$ cat src/verilog/pom_cfg.svh
// Offsets, field positions, reset values and level counts for the
// logic-level PWM output map and channel skew block.
// Assumes a 32-bit classic Wishbone slave port and a 125 MHz clk_in.
//
// How it works
// - Map select picks off, 1+2, 1+sub, 2+sub
// - Map off drives zero, or high impedance
// - Drivers active only while drive enable set
// - Sub on output B muted without bass
// - Headphone detect overrides the output map, except map off
// - Crossover on: channel 1 high, 2 low
// - Four-bit skew of 0 to 15 cycles
// - Skew time is setting times clock period
// - Skew setting is zero after reset
// - Full bridge: pair 3/4 lags 1/2
// - Three channel: 2 lags 1, 3/4 lag 2
// - Skew writes ignored unless power down set
// - Shift bit sets fewer levels at rate 18, more at 24 and 27
// - Shift levels 56, 72, 72 per clock
// - Drive enable cleared at reset, outputs floating
// - Power down stops modulators, power outputs and enabled drivers drive zero
// - Headphone active: A channel 1, B channel 2
`ifndef POM_CFG_SVH
`define POM_CFG_SVH

// ------------------------------------------------------------
// Register offsets (byte addresses)
// ------------------------------------------------------------
`define POM_CTRL_OFS 8'h00
`define POM_SKEW_OFS 8'h04
`define POM_STAT_OFS 8'h08

// ------------------------------------------------------------
// Control register fields
// ------------------------------------------------------------
`define POM_DRV_EN_BIT 0
`define POM_MAP_LSB 1
`define POM_PIN_FUNC_BIT 3
`define POM_PIN_POL_BIT 4
`define POM_AM_SHIFT_BIT 5
`define POM_XOVER_BIT 6
`define POM_PDN_BIT 7
`define POM_BASS_LSB 8
`define POM_RATE_LSB 11
`define POM_VOL_LSB 13
`define POM_CTRL_MASK 32'h001F_FFFF
`define POM_CTRL_RST 32'h0000_0080

// ------------------------------------------------------------
// Skew register fields and reset
// ------------------------------------------------------------
`define POM_SKEW_LSB 0
`define POM_LAYOUT_LSB 4
`define POM_SKEW_RST 6'h00

// ------------------------------------------------------------
// Quantization levels per switching period
// ------------------------------------------------------------
`define POM_LVL_NOM 7'h40
`define POM_LVL_SH18 7'h38
`define POM_LVL_SH24 7'h48
`define POM_LVL_SH27 7'h48
`define POM_VOL_MUTE 8'hFF
`define POM_SKEW_MAX 15

`endif

$ cat src/verilog/pom_pkg.sv
// Types shared by the output map block and its submodules.
// Constants live in pom_cfg.svh.
package pom_pkg;
    typedef logic [6:0] pom_level_t;
    typedef logic [3:0] pom_skew_t;
    typedef enum logic [1:0] {POM_MAP_OFF = 2'b00, POM_MAP_C1C2 = 2'b01,
        POM_MAP_C1SUB = 2'b10, POM_MAP_C2SUB = 2'b11} pom_map_t;
    typedef enum logic [1:0] {POM_LAY_FULL = 2'b00, POM_LAY_HALF3 = 2'b01,
        POM_LAY_PAR = 2'b10} pom_layout_t;
    typedef enum logic [1:0] {POM_CLK_18 = 2'b00, POM_CLK_24 = 2'b01,
        POM_CLK_27 = 2'b10} pom_rate_t;
endpackage

$ cat src/verilog/pom_top.sv
// Logic-level PWM output mapping, drive control and power output skew.
// Assumes a classic Wishbone master on clk_in and channel levels
// supplied by the sound datapath on the same clock.
//
// The register offsets and register access over Wishbone were decided locally.
`timescale 1ns/1ns
`include "pom_cfg.svh"
module pom_top (
    input wire logic clk_in,
    input wire logic rst_n_in,
    input wire logic wb_cyc_in,
    input wire logic wb_stb_in,
    input wire logic wb_we_in,
    input wire logic [7:0] wb_adr_in,
    input wire logic [3:0] wb_sel_in,
    input wire logic [31:0] wb_dat_in,
    output logic [31:0] wb_dat_out,
    output logic wb_ack_out,
    input wire logic headphone_or_mute_pin_in,
    input pom_pkg::pom_level_t ch1_level_in,
    input pom_pkg::pom_level_t ch2_level_in,
    input pom_pkg::pom_level_t sub_level_in,
    input pom_pkg::pom_level_t xover_hp_level_in,
    input pom_pkg::pom_level_t xover_lp_level_in,
    output logic logic_pwm_out_a_out,
    output logic logic_pwm_oe_n_a_out,
    output logic logic_pwm_out_b_out,
    output logic logic_pwm_oe_n_b_out,
    output logic power_out_1_out,
    output logic power_out_2_out,
    output logic power_out_3_out,
    output logic power_out_4_out
);
    import pom_pkg::*;

    // ------------------------------------------------------------
    // Register file
    // ------------------------------------------------------------
    logic [31:0] ctrl_reg, ctrl_next;
    logic [5:0] skew_reg, skew_next;
    logic [31:0] rdata_next, wmask;
    logic ack_next, access, wr_en;
    logic pin_meta_reg, pin_sync_reg;
    logic [31:0] stat_word;

    // Byte lanes from sel
    always_comb
    begin
        for (int b = 0; b < 4; b++)
            wmask[8*b +: 8] = {8{wb_sel_in[b]}};
    end

    assign access = wb_cyc_in && wb_stb_in && !wb_ack_out;
    assign wr_en = access && wb_we_in;

    // Decode, write and read; unmapped reads return zero, writes dropped
    always_comb
    begin
        ack_next = access;
        ctrl_next = ctrl_reg;
        skew_next = skew_reg;
        rdata_next = wb_dat_out;
        if (wr_en && wb_adr_in == `POM_CTRL_OFS)
            ctrl_next = ((ctrl_reg & ~wmask) | (wb_dat_in & wmask)) & `POM_CTRL_MASK;
        if (wr_en && wb_adr_in == `POM_SKEW_OFS && wb_sel_in[0] && ctrl_reg[`POM_PDN_BIT])
            skew_next = wb_dat_in[5:0];
        if (access && !wb_we_in)
        begin
            unique case (wb_adr_in)
                `POM_CTRL_OFS: rdata_next = ctrl_reg;
                `POM_SKEW_OFS: rdata_next = {26'h0, skew_reg};
                `POM_STAT_OFS: rdata_next = stat_word;
                default: rdata_next = 32'h0;
            endcase
        end
    end

    // Registers; pin passes two flops before any use
    always_ff @(posedge clk_in)
    begin
        if (!rst_n_in)
        begin
            ctrl_reg <= `POM_CTRL_RST;
            skew_reg <= `POM_SKEW_RST;
            wb_ack_out <= 1'b0;
            wb_dat_out <= 32'h0;
            pin_meta_reg <= 1'b0;
            pin_sync_reg <= 1'b0;
        end
        else
        begin
            ctrl_reg <= ctrl_next;
            skew_reg <= skew_next;
            wb_ack_out <= ack_next;
            wb_dat_out <= rdata_next;
            pin_meta_reg <= headphone_or_mute_pin_in;
            pin_sync_reg <= pin_meta_reg;
        end
    end

    // ------------------------------------------------------------
    // Control fields and pin function
    // ------------------------------------------------------------
    logic drive_en, pin_func, pin_active, hp_act, mute_act, pdn, xover_en, am_shift;
    logic vol_mute, bass_on;
    pom_map_t map_sel;
    pom_layout_t layout;
    pom_rate_t rate;
    pom_skew_t skew;
    pom_level_t levels, mid, duty1, duty2, dutys;

    assign drive_en = ctrl_reg[`POM_DRV_EN_BIT];
    assign map_sel = pom_map_t'(ctrl_reg[`POM_MAP_LSB +: 2]);
    assign pin_func = ctrl_reg[`POM_PIN_FUNC_BIT];
    assign am_shift = ctrl_reg[`POM_AM_SHIFT_BIT];
    assign xover_en = ctrl_reg[`POM_XOVER_BIT];
    assign pdn = ctrl_reg[`POM_PDN_BIT];
    assign bass_on = (ctrl_reg[`POM_BASS_LSB +: 3] != 3'h0);
    assign rate = pom_rate_t'(ctrl_reg[`POM_RATE_LSB +: 2]);
    assign vol_mute = (ctrl_reg[`POM_VOL_LSB +: 8] == `POM_VOL_MUTE);
    assign skew = skew_reg[`POM_SKEW_LSB +: 4];
    assign layout = pom_layout_t'(skew_reg[`POM_LAYOUT_LSB +: 2]);
    assign pin_active = (pin_sync_reg == ctrl_reg[`POM_PIN_POL_BIT]);
    assign hp_act = pin_func && pin_active;
    assign mute_act = !pin_func && pin_active;

    // Levels per period; shift mode sets 56 levels at rate 18, 72 at the other rates
    always_comb
    begin
        levels = `POM_LVL_NOM;
        if (am_shift)
        begin
            unique case (rate)
                POM_CLK_18: levels = `POM_LVL_SH18;
                POM_CLK_24: levels = `POM_LVL_SH24;
                POM_CLK_27: levels = `POM_LVL_SH27;
                default: levels = `POM_LVL_SH27;
            endcase
        end
    end

    // Channel sources; headphone bypasses crossover and bass split
    always_comb
    begin
        mid = levels >> 1;
        duty1 = (xover_en && !hp_act) ? xover_hp_level_in : ch1_level_in;
        duty2 = (xover_en && !hp_act) ? xover_lp_level_in : ch2_level_in;
        dutys = (!bass_on || hp_act) ? mid : sub_level_in;
        if (mute_act || vol_mute)
        begin
            duty1 = mid;
            duty2 = mid;
            dutys = mid;
        end
    end

    // ------------------------------------------------------------
    // Modulators
    // ------------------------------------------------------------
    logic c1, c2, cs, half;

    pom_modulator u_mod1 (.clk_in(clk_in), .rst_n_in(rst_n_in), .run_in(!pdn),
        .levels_in(levels), .duty_in(duty1), .pwm_out(c1), .half_out(half));
    pom_modulator u_mod2 (.clk_in(clk_in), .rst_n_in(rst_n_in), .run_in(!pdn),
        .levels_in(levels), .duty_in(duty2), .pwm_out(c2), .half_out());
    pom_modulator u_mods (.clk_in(clk_in), .rst_n_in(rst_n_in), .run_in(!pdn),
        .levels_in(levels), .duty_in(dutys), .pwm_out(cs), .half_out());

    // ------------------------------------------------------------
    // Logic-level outputs
    // ------------------------------------------------------------
    logic la_next, lb_next, oe_n_next;

    // Drivers float unless enabled; off or stopped drives zero
    always_comb
    begin
        oe_n_next = !drive_en;
        la_next = 1'b0;
        lb_next = 1'b0;
        if (drive_en && !pdn && map_sel != POM_MAP_OFF)
        begin
            if (hp_act)
            begin
                la_next = c1;
                lb_next = c2;
            end
            else if (pin_func)
            begin
                la_next = half; // Idle headphone path sits at mid-scale
                lb_next = half;
            end
            else
            begin
                unique case (map_sel)
                    POM_MAP_OFF: la_next = 1'b0;
                    POM_MAP_C1C2:
                    begin
                        la_next = c1;
                        lb_next = c2;
                    end
                    POM_MAP_C1SUB:
                    begin
                        la_next = c1;
                        lb_next = cs;
                    end
                    POM_MAP_C2SUB:
                    begin
                        la_next = c2;
                        lb_next = cs;
                    end
                endcase
            end
        end
    end

    // ------------------------------------------------------------
    // Power outputs with channel skew
    // ------------------------------------------------------------
    logic [3:0] pre, pout_next;
    logic [2:0] dly_a;
    logic [1:0] dly_b;

    // Bridge layout before skew; headphone mode parks the stage at mid
    always_comb
    begin
        logic a, b, s;
        a = hp_act ? half : c1;
        b = hp_act ? half : c2;
        s = hp_act ? half : cs;
        unique case (layout)
            POM_LAY_FULL: pre = {~b, b, ~a, a};
            POM_LAY_HALF3: pre = {~s, s, b, a};
            default: pre = {~a, ~a, a, a};
        endcase
    end

    // First stage delays outputs 2..4, second stage 3/4 again
    pom_skew_line #(.WIDTH(3)) u_skew_a (.clk_in(clk_in), .rst_n_in(rst_n_in),
        .skew_in(skew), .data_in(pre[3:1]), .data_out(dly_a));
    pom_skew_line #(.WIDTH(2)) u_skew_b (.clk_in(clk_in), .rst_n_in(rst_n_in),
        .skew_in(skew), .data_in(dly_a[2:1]), .data_out(dly_b));

    // Pick delayed taps per layout; stopped stage drives zero
    always_comb
    begin
        unique case (layout)
            POM_LAY_FULL: pout_next = {dly_a[2:1], pre[1:0]};
            POM_LAY_HALF3: pout_next = {dly_b, dly_a[0], pre[0]};
            default: pout_next = pre;
        endcase
        if (pdn)
            pout_next = 4'h0;
    end

    // Output flops
    always_ff @(posedge clk_in)
    begin
        if (!rst_n_in)
        begin
            logic_pwm_out_a_out <= 1'b0;
            logic_pwm_out_b_out <= 1'b0;
            logic_pwm_oe_n_a_out <= 1'b1;
            logic_pwm_oe_n_b_out <= 1'b1;
            {power_out_4_out, power_out_3_out, power_out_2_out, power_out_1_out} <= 4'h0;
        end
        else
        begin
            logic_pwm_out_a_out <= la_next;
            logic_pwm_out_b_out <= lb_next;
            logic_pwm_oe_n_a_out <= oe_n_next;
            logic_pwm_oe_n_b_out <= oe_n_next;
            {power_out_4_out, power_out_3_out, power_out_2_out, power_out_1_out} <= pout_next;
        end
    end

    // Live state for software
    assign stat_word = {17'h0, logic_pwm_oe_n_b_out, logic_pwm_oe_n_a_out, logic_pwm_out_b_out,
        logic_pwm_out_a_out, levels, bass_on, mute_act, hp_act, pin_active};
endmodule

$ cat src/verilog/pom_modulator.sv
// One PWM modulator: a period counter compared against a duty level.
// Assumes levels and duty come from logic on the same clock.
`timescale 1ns/1ns
module pom_modulator (
    input wire logic clk_in,
    input wire logic rst_n_in,
    input wire logic run_in,
    input pom_pkg::pom_level_t levels_in,
    input pom_pkg::pom_level_t duty_in,
    output logic pwm_out,
    output logic half_out
);
    import pom_pkg::*;

    pom_level_t cnt_reg, cnt_next;
    logic pwm_next, half_next;

    // Period counter; stopped modulator rests at zero output
    always_comb
    begin
        cnt_next = '0;
        pwm_next = 1'b0;
        half_next = 1'b0;
        if (run_in)
        begin
            cnt_next = (cnt_reg >= levels_in - 7'h01) ? 7'h00 : cnt_reg + 7'h01;
            pwm_next = (cnt_reg < duty_in);
            half_next = (cnt_reg < (levels_in >> 1)); // Non-modulated mute level
        end
    end

    always_ff @(posedge clk_in)
    begin
        if (!rst_n_in)
        begin
            cnt_reg <= '0;
            pwm_out <= 1'b0;
            half_out <= 1'b0;
        end
        else
        begin
            cnt_reg <= cnt_next;
            pwm_out <= pwm_next;
            half_out <= half_next;
        end
    end
endmodule

$ cat src/verilog/pom_skew_line.sv
// Tapped delay line: delays a small vector by 0 to 15 clock cycles.
// Assumes the tap setting only changes while the outputs are idle.
`timescale 1ns/1ns
`include "pom_cfg.svh"
module pom_skew_line #(
    parameter int WIDTH = 2
) (
    input wire logic clk_in,
    input wire logic rst_n_in,
    input pom_pkg::pom_skew_t skew_in,
    input wire logic [WIDTH-1:0] data_in,
    output logic [WIDTH-1:0] data_out
);
    import pom_pkg::*;

    logic [WIDTH-1:0] hist_reg [`POM_SKEW_MAX];
    logic [WIDTH-1:0] hist_next [`POM_SKEW_MAX];

    // One stage per clock of delay, no prescaler
    generate
        for (genvar i = 0; i < `POM_SKEW_MAX; i++)
        begin : g_tap
            always_comb
            begin
                hist_next[i] = (i == 0) ? data_in : hist_reg[(i == 0) ? 0 : i - 1];
            end
            always_ff @(posedge clk_in)
            begin
                if (!rst_n_in)
                    hist_reg[i] <= '0;
                else
                    hist_reg[i] <= hist_next[i];
            end
        end
    endgenerate

    // Tap zero is a straight path
    always_comb
    begin
        data_out = (skew_in == 4'h0) ? data_in : hist_reg[skew_in - 4'h1];
    end
endmodule

$ cat config.mk
export PLATFORM = sky130hd
export DESIGN_NAME = pom_top
export DESIGN_NICKNAME = d
export VERILOG_FILES = /design/src/verilog/pom_pkg.sv /design/src/verilog/pom_top.sv /design/src/verilog/pom_modulator.sv /design/src/verilog/pom_skew_line.sv
export VERILOG_INCLUDE_DIRS = /design/src /design/src/verilog
export SDC_FILE = /design/constraint.sdc
export NUM_CORES = 1
export LEC_CHECK = 0
export ABC_AREA = 1
export BUFFER_PORTS_ARGS = -buffer_cell sky130_fd_sc_hd__buf_2
export CAP_MARGIN = 20
export CORE_MARGIN = 8
export CORE_UTILIZATION = 40
export DETAILED_ROUTE_END_ITERATION = 16
export PLACE_DENSITY = 0.57
export SLEW_MARGIN = 10
export SYNTH_ARGS = -nofsm -noshare
export SYNTH_HDL_FRONTEND = slang
export SYNTH_SLANG_ARGS = --single-unit
$ cat constraint.sdc
create_clock -name clk_in -period 2.95 [get_ports clk_in]
set_clock_uncertainty 0.2 [all_clocks]
set_input_delay 0.4425 -clock clk_in [delete_from_list [all_inputs] [get_ports clk_in]]
set_output_delay 0.4425 -clock clk_in [all_outputs]
set_load 0.1 [all_outputs]
After elaboration in Yosys (flattened, before gate mapping). Memory sizes are Yosys's and may differ from the RTL's. Index checks and enable logic that the tools add are counted. Widths: inputs -> output; s select.

Register bits: 94. Memory bits (writable): 75. Input port bits: 85. Output and inout port bits: 41. Logic and storage cells: 170. Memories kept: 2.

Memory list: u_skew_a.hist_reg (depth 15, width 3, read ports 15, clocked after memory_dff 0, wr ports 15, RTL line pom_skew_line.sv:16) `` logic [WIDTH-1:0] hist_reg [`POM_SKEW_MAX]; ``; u_skew_b.hist_reg (depth 15, width 2, read ports 15, clocked after memory_dff 0, wr ports 15, RTL line pom_skew_line.sv:16).

Add/sub/neg operators: 5. $lt $le $gt $ge: 7. Equal/unequal tests: 8. Multiplexer cells: 54. Bitwise gates (word level): 38. Reductions and logical operators: 36.

Operators by type and width (count): $pmux 21 s3 (1); $mux 7 (8); $mux 3 (16); $and 21x21->21 (2); $mux 2 (16); $or 1x1->1 (30); $add 7x1->7 const B (3); $ge 7x7->1 (3); $lt 7x7->1 (3); $not 21->21 (1); $or 21x21->21 (1); $pmux 4 s2 (2); $logic_and 1x1->1 (13); $mux 1 (9); $reduce_or 3->1 (3); $eq 8x3->1 const B (1); $eq 8x4->1 const B (1); $eq 8x8->1 const B (1); $logic_not 8->1 (1); $logic_not 1->1 (7); $lt 7x6->1 (1); $sub 7x1->7 const B (1); $logic_not 2->1 (3); $reduce_or 2->1 (3); other kinds (12) (18).

Depth between registers and ports, before layout. Gate-level depths: netlist of run 1.

Depth after elaboration: 8. Gate-level depth with buffers: 16. Mapped depth without buffers: 15.

Cells and area by module. From an unflattened synthesis of run 1, not the netlist that was laid out.

Cell total of the unflattened synthesis: 1340. Area, all modules: 9014.9 sq um.

By module, submodules not included: pom_top (instances 1, cells each 473, area each 3156.8 sq um, sequential area each 1161.1 sq um); pom_skew_line at u_skew_a (instances 1, cells each 291, area each 1911.8 sq um, sequential area each 900.9 sq um); pom_modulator at u_mod1 ... (instances 2, cells each 125, area each 882.1 sq um, sequential area each 180.2 sq um); pom_skew_line at u_skew_b (instances 1, cells each 200, area each 1296.2 sq um, sequential area each 600.6 sq um); pom_modulator at u_mods (instances 1, cells each 126, area each 885.8 sq um, sequential area each 180.2 sq um).

Worst setup path before layout of run 1. No wires, ideal clock.

Path type: flip-flop to flip-flop. From: register (tool-made name). To: register u_mods.cnt_reg[3]. Setup time: 0.138 ns. Arrival time: 1.872 ns. Required time: 2.612 ns. Path slack: 0.741 ns. Stages on the path, launching flop included: 10. Path buffers: 0. Period minus slack after synthesis: 2.209 ns. Cell sequence: dfxtp_1 > inv_1 > nor2_1 > inv_1 > ha_1 > nand2_1 > inv_1 > nand3_1 > o2111ai_1 > nor3b_1.

RTL lines: end signal, assigned (RTL line pom_modulator.sv:42) `cnt_reg <= cnt_next;`; end, declared (RTL line pom_modulator.sv:15) `pom_level_t cnt_reg, cnt_next;`.

==> results of run 1 <==
-- through the flow --
step	hold WS, ns	worst slack (ns)	cells	utilization
6_report	0.0278	0.439	1379	0.470
4_1_cts	0.0148	0.403	1379	0.470
5_1_grt	0.0277	0.214	1379	0.470
3_3_place_gp	0.200	0.435	1347	0.439
2_1_floorplan	0.171	0.741	1049	-
3_5_place_dp	0.211	0.421	1347	0.439
-- power by group --
part           total (W)  internal, W  switching [W]  leakage [nW]
combinational   0.000215    0.0000599       0.000155          2.80
clock            0.00217      0.00119       0.000981         0.268
sequential       0.00215      0.00214     0.00000523          1.28
total            0.00453      0.00339        0.00114          4.34
-- kinds of logic after synthesis --
logic type	share of synthesized area
other	0.000497
adders and majority gates	0.0679
DFF	0.419
AOI/OAI and AO/OA	0.107
xor gates and xnor gates	0.00696
and+or+nand+nor	0.288
buffers and inverters	0.111
-- layer usage --
| metal | share of wire | track usage | up-vias | wire, um |
|---|---|---|---|---|
| li1 | - | - | 3483 | - |
| met1 | 0.48 | 0.200 | 2898 | 8940 |
| met2 | 0.46 | 0.260 | 120 | 8610 |
| met3 | 0.045 | 0.0426 | 10 | 827 |
| met4 | 0.0076 | 0.0569 | 2 | 141 |
| met5 | 0.00065 | 0 | - | 12 |
-- Yosys cell counts, types with 4 or more instances --
master | number | area, um2
buf_4 | 16 | 120
nand3_4 | 5 | 87.6
or2_2 | 5 | 31.3
o21ai_1 | 6 | 30.0
nor2_1 | 72 | 270
and3_1 | 4 | 25.0
nor3b_1 | 5 | 37.5
inv_1 | 142 | 533
dfxtp_1 | 158 | 3160
xor2_1 | 5 | 43.8
nor3_1 | 5 | 25.0
a211oi_1 | 7 | 52.6
o21a_1 | 6 | 45.0
a21oi_1 | 63 | 315
nand4_1 | 9 | 56.3
o21ai_0 | 32 | 160
nand2_1 | 294 | 1100
o22ai_1 | 7 | 43.8
o211ai_1 | 8 | 60.1
clkbuf_1 | 17 | 63.8
ha_1 | 41 | 513
nand3_1 | 88 | 440
inv_2 | 6 | 22.5
buf_2 | 12 | 60.1
-- final timing paths --
path,start,endpoint,slack (ns)
worst max-delay path,flip-flop,u_mods.pwm_out,0.44
worst min-delay path,headphone_or_mute_pin_in,pin_meta_reg,0.03
worst max register to register,flip-flop,u_mods.pwm_out,0.44
worst min register to register,u_skew_a.hist_reg[8][0],u_skew_a.hist_reg[9][0],0.22
-- area by class of cell --
cell class | count | area, um2 | share of cell area
multi-input cells | 694 | 3590 | 0.409
repair buffers | 112 | 586 | 0.0668
flip-flops and latches | 158 | 3160 | 0.361
well taps | 234 | 293 | 0.0334
clock inverters | 15 | 151 | 0.0173
inverters | 149 | 561 | 0.0639
clock buffers | 17 | 425 | 0.0485
-- worst min-delay path, stage by stage --
cell and delay [ns]:
buf_2 0.09, nand2_1 0.05, inv_1 0.04
==> metrics, run 1 <==
status finished, final reports clean; Residual DRC 0; count of cell types in the netlist 42; Post-CTS Setup Bufs 0; Slew @ Worst Pin 0.706 ns; min Tclk post-route 2.51 ns; Port Buf Inserts 102; Slew Limit Fails 0; grt ovf 0; CTS Hold Buffers Added 0; hold path cells 3; clk root buf clkbuf_16; CP cell instances inv_2 > nand2_1 > nand2_1 > nand2_1 > nand2_4 > inv_2 > nand3_4 > inv_1 > nand2_1 > nand2_1 > inv_1 > ha_1 > a21oi_1 > o211ai_1 > a21oi_1; Post-synth top flop dfxtp_1; # diodes 0; power per cell area 517 nW/um2; FP Rows 50; global-route usage over all layers 0.160; Die ar. 23500 um2; Max clock buf depth 2; Rel. slew slack 0.529; CP top delay family simple AND/OR/NAND/NOR gates; startpoint types flip-flop; Yosys Warn Count 0; hold crit path type primary input to flip-flop; post-synthesis cell count 1039; vias in the first global route 6492; first-pass GRT wire length 31000 um; CTS tree built; core region area 18600 um2; Final Hold Vio Count 0; worst skew pair latency 0.43 ns; max cap viols 0; chip height 153 um; Num CTS Buffers 17; Worst path depth 15; DRT Pass-1 Iters 7; Avg WL per Cell 13.4 um; CP endpoint kind flip-flop; initial antenna violation count 1; GPL Wtd Cong 0.804; post-route cell area 8770 um2; Max Fclk 398 MHz; number of synthesized flops with an enable pin 0; Layout area overhead 16.1%; Final period util 0.851; Via Count 6513; # H-tree levels 4; WL final 18500 um; Crit-path slowest cell dfxtp_1; r2r worst-path depth 15; DR iter-0 viols 396; sequential fraction of the synthesis area 0.419; Total Power 0.00453 W; Worst-path clk slew 0.06 ns; CP peak stage delay 0.36 ns; Via density 4.72; Initial Util 0.405; setup_tns 0 ns; asr flop ratio synth 0; Nets 1258; cell mode on critical path nand2_1; post-cts sizing count 0; Crit Path Class flip-flop to flip-flop; P_leak 4.34 nW; largest net degree at the start of global routing 73; clock sinks 158; Peak VDD IR 0.366 mV; flop and latch count out of synthesis 158; syn_area_per_cell 7.27 um2; Mapped Area 7550 um2; Buffers & Inverters on Critical Path 4; Post-DRT Antenna Nets 0; worst-path fanout max 9; I/O pins 126; Worst Path Required 3.10 ns; Cell Area, Placed 8190 um2; die width 153 um; most frequent cells in the layout 294 x nand2_1, 158 x dfxtp_1, 142 x inv_1; Fillers 1932; Final setup viols 0; share of layout cells above drive strength 1 0.148; commonest non-fill, non-tap cell in the layout nand2_1; post-DP HPWL 13200 um; RSZ-0062 raised after global routing no; WP data arrival 2.66 ns
(Power assumes the default switching activity.)
==> run 2: changes to the inputs <==
--- a/config.mk
+++ b/config.mk
@@ -12,8 +12,9 @@
 export CORE_MARGIN = 8
 export CORE_UTILIZATION = 40
 export DETAILED_ROUTE_END_ITERATION = 16
-export PLACE_DENSITY = 0.57
+export PLACE_DENSITY = 0.56
 export SLEW_MARGIN = 10
 export SYNTH_ARGS = -nofsm -noshare
 export SYNTH_HDL_FRONTEND = slang
+export SYNTH_HIERARCHICAL = 1
 export SYNTH_SLANG_ARGS = --single-unit
==> metrics, run 2 <==
status finished, final reports clean; Final setup viols 0 (unchanged); RSZ-0062 raised after global routing no; Post-DRT Antenna Nets 0 (unchanged); DR iter-0 viols 463 (+17%); Fillers 2332 (+21%); power per cell area 455 nW/um2 (-12%); Residual DRC 0 (unchanged); Die ar. 26800 um2 (+14%); most frequent cells in the layout 426 x nand2_1, 238 x inv_1, 158 x dfxtp_1; setup_tns 0 ns (unchanged); die width 164 um (+6.7%); cell mode on critical path nor2_1; Clock power frac 0.468 (-0.011); Num CTS Buffers 17 (unchanged); min Tclk post-route 2.47 ns (-0.0408 ns); post-cts sizing count 0 (unchanged); CP peak stage delay 0.56 ns (+0.20 ns); Cell Area, Placed 9480 um2 (+16%); clock sinks 158 (unchanged); pre-CTS setup slack 0.472 ns (+0.0519 ns); Max Fclk 405 MHz (+1.7%); syn_area_per_cell 6.71 um2 (-7.6%); WL final 21400 um (+15%); internal power 0.00346 W (+2.1%); Final Hold Vio Count 0 (unchanged); CTS Hold Buffers Added 0 (unchanged); Nets 1558 (+24%); GPL Wtd Cong 0.804 (about the same); vias in the first global route 7249 (+12%); share of layout cells above drive strength 1 0.130 (-0.0189); global-route usage over all layers 0.162 (+0.00184); Flop pwr share 0.470 (-0.004); Layout area overhead 15.3%; initial antenna violation count 0 (-1); grt ovf 0 (unchanged); # H-tree levels 4 (unchanged); largest net degree at the start of global routing 85 (+16%); # diodes 0 (unchanged); Worst-path clk slew 0.06 ns (about the same); P_leak 5.20 nW (+20%); final worst slack 0.480 ns (+0.0408 ns); Slew Limit Fails 0 (unchanged); Crit Path Class flip-flop to flip-flop; Final Core Density 0.465 (-0.00493); FP Rows 54 (+8.0%); net switching fraction of the power 0.243 (-0.00823); Cell Count, Final, Fillers Out 1708 (+24%); Crit-path slowest cell nor3_4; first-pass GRT wire length 35100 um (+13%); DRT Pass-1 Iters 4 (-3); combinational power share 0.063 (+0.016); max cap viols 0 (unchanged); Mapped Area 8730 um2 (+16%); I/O pins 126 (unchanged); Avg WL per Cell 12.5 um (-6.8%); post-DP HPWL 16100 um (+22%); startpoint types flip-flop; Rel. slew slack 0.573 (+0.0438); WP data arrival 2.57 ns (-0.09 ns); commonest non-fill, non-tap cell in the layout nand2_1; Worst Path Required 3.05 ns (-0.05 ns); Post-Place Cells 1676 (+24%); CP cell instances nor3_4 > inv_2 > xor2_1 > ha_1 > nand3_1 > nor2_1 > nor2_2 > nand2_2 > nor2_1; Yosys Warn Count 6 (+6); Net Switching 0.00111 W (-2.3%); Peak VDD IR 0.336 mV (-8.3%); Port Buf Inserts 102 (unchanged); core region area 21600 um2 (+16%); Post-CTS Setup Bufs 0 (unchanged); Max clock buf depth 2 (unchanged); Slew @ Worst Pin 0.640 ns (-0.0664 ns); hold crit path type primary input to flip-flop; worst-path fanout max 12 (+3); CP endpoint kind flip-flop; post-synthesis cell count 1300 (+25%); Via density 4.47 (-5.4%); Final period util 0.837 (-0.0138); CTS tree built; worst skew pair latency 0.42 ns (about the same); post-route cell area 10100 um2 (+15%); Initial Util 0.404 (-0.00145); chip height 164 um (+6.7%); clk root buf clkbuf_16; Via Count 7634 (+17%)
## run 2: worst paths after layout
kind | startpoint | end | slack, ns | depth (start not counted)
max | flip-flop | u_mod1/cnt_reg[2] | 0.48 | 9
min | headphone_or_mute_pin_in | pin_meta_reg | 0.04 | 3
max reg2reg | flip-flop | u_mod1/cnt_reg[2] | 0.48 | 9
min reg2reg | pin_meta_reg | pin_sync_reg | 0.21 | 2
## run 2: final cells by class
type	count	area, um2	area share
Inverter	246	923	0.0918
Timing Repair Buffer	112	601	0.0597
Tap cell	280	350	0.0348
Clock buffer	20	467	0.0464
Sequential cell	158	3160	0.314
Multi-Input combinational cell	880	4450	0.442
Clock inverter	12	111	0.0111
## run 2: routing by layer
metal | routed length [um] | share of wire | up-vias | track usage
li1 | - | - | 4147 | -
met1 | 10400 | 0.49 | 3370 | 0.206
met2 | 10000 | 0.47 | 105 | 0.271
met3 | 766 | 0.036 | 12 | 0.0361
met4 | 207 | 0.0097 | 0 | 0.0405
met5 | 0 | 0 | - | 0
## run 2: critical path: cells and delay by family (launching register included)
kind / cells / cell delay [ns]
and+or+nand+nor: 6 / 1.05
DFF: 1 / 0.34
adders and majority gates: 1 / 0.32
buffers and inverters: 1 / 0.24
xor gates and xnor gates: 1 / 0.22
## run 2: metrics by stage
| step | power [W] | hold slack [ns] |
|---|---|---|
| after floorplan | 0.00241 | 0.190 |
| after global placement | 0.00248 | 0.193 |
| after detailed placement | 0.00248 | 0.200 |
| after CTS | 0.00464 | 0.0250 |
| after global routing | 0.00476 | 0.0425 |
| final | 0.00458 | 0.0385 |
## run 2: power groups by stage
| stage | Clock, W | Combinational, W | Sequential [W] |
|---|---|---|---|
| 3_5_place_dp | 0 | 0.000285 | 0.00220 |
| 2_1_floorplan | 0 | 0.000205 | 0.00220 |
| 5_1_grt | 0.00229 | 0.000321 | 0.00215 |
| 6_report | 0.00214 | 0.000287 | 0.00215 |
| 3_3_place_gp | 0 | 0.000283 | 0.00220 |
| 4_1_cts | 0.00220 | 0.000286 | 0.00215 |
==> run 3: changes to the inputs <==
--- a/config.mk
+++ b/config.mk
@@ -12,7 +12,7 @@
 export CORE_MARGIN = 8
 export CORE_UTILIZATION = 40
 export DETAILED_ROUTE_END_ITERATION = 16
-export PLACE_DENSITY = 0.56
+export PLACE_DENSITY = 0.58
 export SLEW_MARGIN = 10
 export SYNTH_ARGS = -nofsm -noshare
 export SYNTH_HDL_FRONTEND = slang
==> constraint.sdc (replaced) <==
create_clock -name clk_in -period 2.26 [get_ports clk_in]
set_clock_uncertainty 0.2 [all_clocks]
set_input_delay 0.339 -clock clk_in [delete_from_list [all_inputs] [get_ports clk_in]]
set_output_delay 0.339 -clock clk_in [all_outputs]
set_load 0.1 [all_outputs]
==> metrics, run 3 (synthesized netlist as in run 2, its figures left out) <==
WP data arrival 2.31 ns (-0.26 ns); post-DP HPWL 15900 um (-1.2%); Slew Limit Fails 0 (unchanged); core region area 21600 um2 (unchanged); clock sinks 158 (unchanged); Slew @ Worst Pin 0.590 ns (-0.0492 ns); DRT Pass-1 Iters 5 (+1); Total Power 0.00607 W (+33%); clk root buf clkbuf_16; Worst Path Required 2.42 ns (-0.63 ns); Post-DRT Antenna Nets 0 (unchanged); I/O pins 126 (unchanged); Initial Util 0.404 (unchanged); worst-path fanout max 12 (unchanged); # H-tree levels 4 (unchanged); final worst slack 0.110 ns (-0.370 ns); Max clock buf depth 2 (unchanged); Avg WL per Cell 12.3 um (-2.1%); post-route cell area 10600 um2 (+5.7%); min Tclk post-route 2.15 ns (-0.320 ns); Rel. slew slack 0.606 (+0.0328); hold path start wb_dat_in[18]; P_leak 5.45 nW (+4.8%); Hold WS 0.00667 ns (-0.0318 ns); Final setup viols 0 (unchanged); initial antenna violation count 0 (unchanged); DR iter-0 viols 425 (-8.2%); RSZ-0062 raised after global routing yes; Final Core Density 0.492 (+0.0263); Residual DRC 0 (unchanged); vias in the first global route 7474 (+3.1%); CP endpoint kind flip-flop; Nets 1602 (+2.8%); Cell Area, Placed 9720 um2 (+2.5%); Max Fclk 465 MHz (+15%); max cap viols 0 (unchanged); Crit Path Class flip-flop to flip-flop; CTS tree built; first-pass GRT wire length 35600 um (+1.2%); chip height 164 um (unchanged); status finished, final reports clean; die width 164 um (unchanged); hold crit path type primary input to flip-flop; Final Hold Vio Count 0 (unchanged); Die ar. 26800 um2 (unchanged); commonest non-fill, non-tap cell in the layout nand2_1; largest net degree at the start of global routing 86 (+1.2%); Via Count 7937 (+4.0%); Port Buf Inserts 102 (unchanged); global-route usage over all layers 0.162 (+0.000901); Peak VDD IR 0.357 mV (+6.3%); share of layout cells above drive strength 1 0.162 (+0.0321); Final period util 0.951 (+0.114); GPL Wtd Cong 0.828 (+3.0%); worst skew pair latency 0.43 ns (about the same); Via density 4.53 (+1.4%); Num CTS Buffers 17 (unchanged); most frequent cells in the layout 419 x nand2_1, 234 x inv_1, 152 x dfxtp_1; pre-CTS setup slack -0.00431 ns (-0.477 ns); Worst-path clk slew 0.06 ns (about the same); power per cell area 571 nW/um2 (+25%); FP Rows 54 (unchanged); # diodes 0 (unchanged); startpoint types flip-flop; Layout area overhead 21.8%; grt ovf 0 (unchanged); WL final 21500 um (+0.38%)
==> run 3: changes by cell type in the layout (fill, tap and decap cells not counted), sizes merged <==
cell         before  now
buf             112  143
dlygate4sd3       0   12
bufinv            1    2
inv             248  249
clkinvlp          3    4
clkbuf           20   19
clkinv            6    5
==> run 3: worst paths after layout <==
kind / to / slack (ns) / depth (start not counted)
min: flip-flop / 0.007 / 3
max: u_mods/cnt_reg[2] / 0.11 / 12
min reg2reg: u_skew_a/hist_reg[5][0] / 0.22 / 2
max reg2reg: u_mods/cnt_reg[2] / 0.11 / 12
==> run 3: cell type report <==
class | instances | area [um2]
fillers | 2266 | 11000
inverters | 246 | 938
flip-flops and latches | 158 | 3180
repair buffers | 156 | 1040
clock inverters | 14 | 159
well taps | 280 | 350
clock buffers | 18 | 429
multi-input cells | 880 | 4530
==> run 3: power breakdown <==
group	total, W	internal [W]	switching [W]
sequential	0.00280	0.00280	0.00000660
combinational	0.000401	0.000134	0.000267
clock	0.00287	0.00165	0.00122
total	0.00607	0.00458	0.00149
==> run 3: worst max-delay path, stage by stage (launching register included) <==
cell	delay [ns]
dfxtp_2	0.34
nor3_4	0.24
buf_12	0.17
inv_1	0.06
nand4_1	0.08
xor2_1	0.16
inv_1	0.06
ha_1	0.29
nand3_1	0.09
nand3_1	0.09
nor2_2	0.13
nand2_4	0.09
nor2_1	0.09
==> run 3: through the flow <==
stage / cells / setup TNS [ns]
after floorplan: 1330 / -0.00366
after global placement: 1701 / 0
after detailed placement: 1701 / -0.00431
after CTS: 1745 / 0
after global routing: 1752 / -0.297
final: 1752 / 0
==> run 3: repair_timing <==
action	4_1_cts	5_1_grt
endpoints found under the setup margin	2	26
endpoints found under the hold margin	12	0
gates cloned	0	1
pin swaps	0	3
buffers inserted	0	6
resized for setup	1	41
hold buffers	12	0
==> run 3: layer usage <==
layer / share of wire / track usage / vias to the layer above
li1: - / - / 4263
met1: 0.47 / 0.206 / 3549
met2: 0.48 / 0.275 / 107
met3: 0.037 / 0.0328 / 18
met4: 0.016 / 0.0446 / 0
met5: 0 / 0 / -
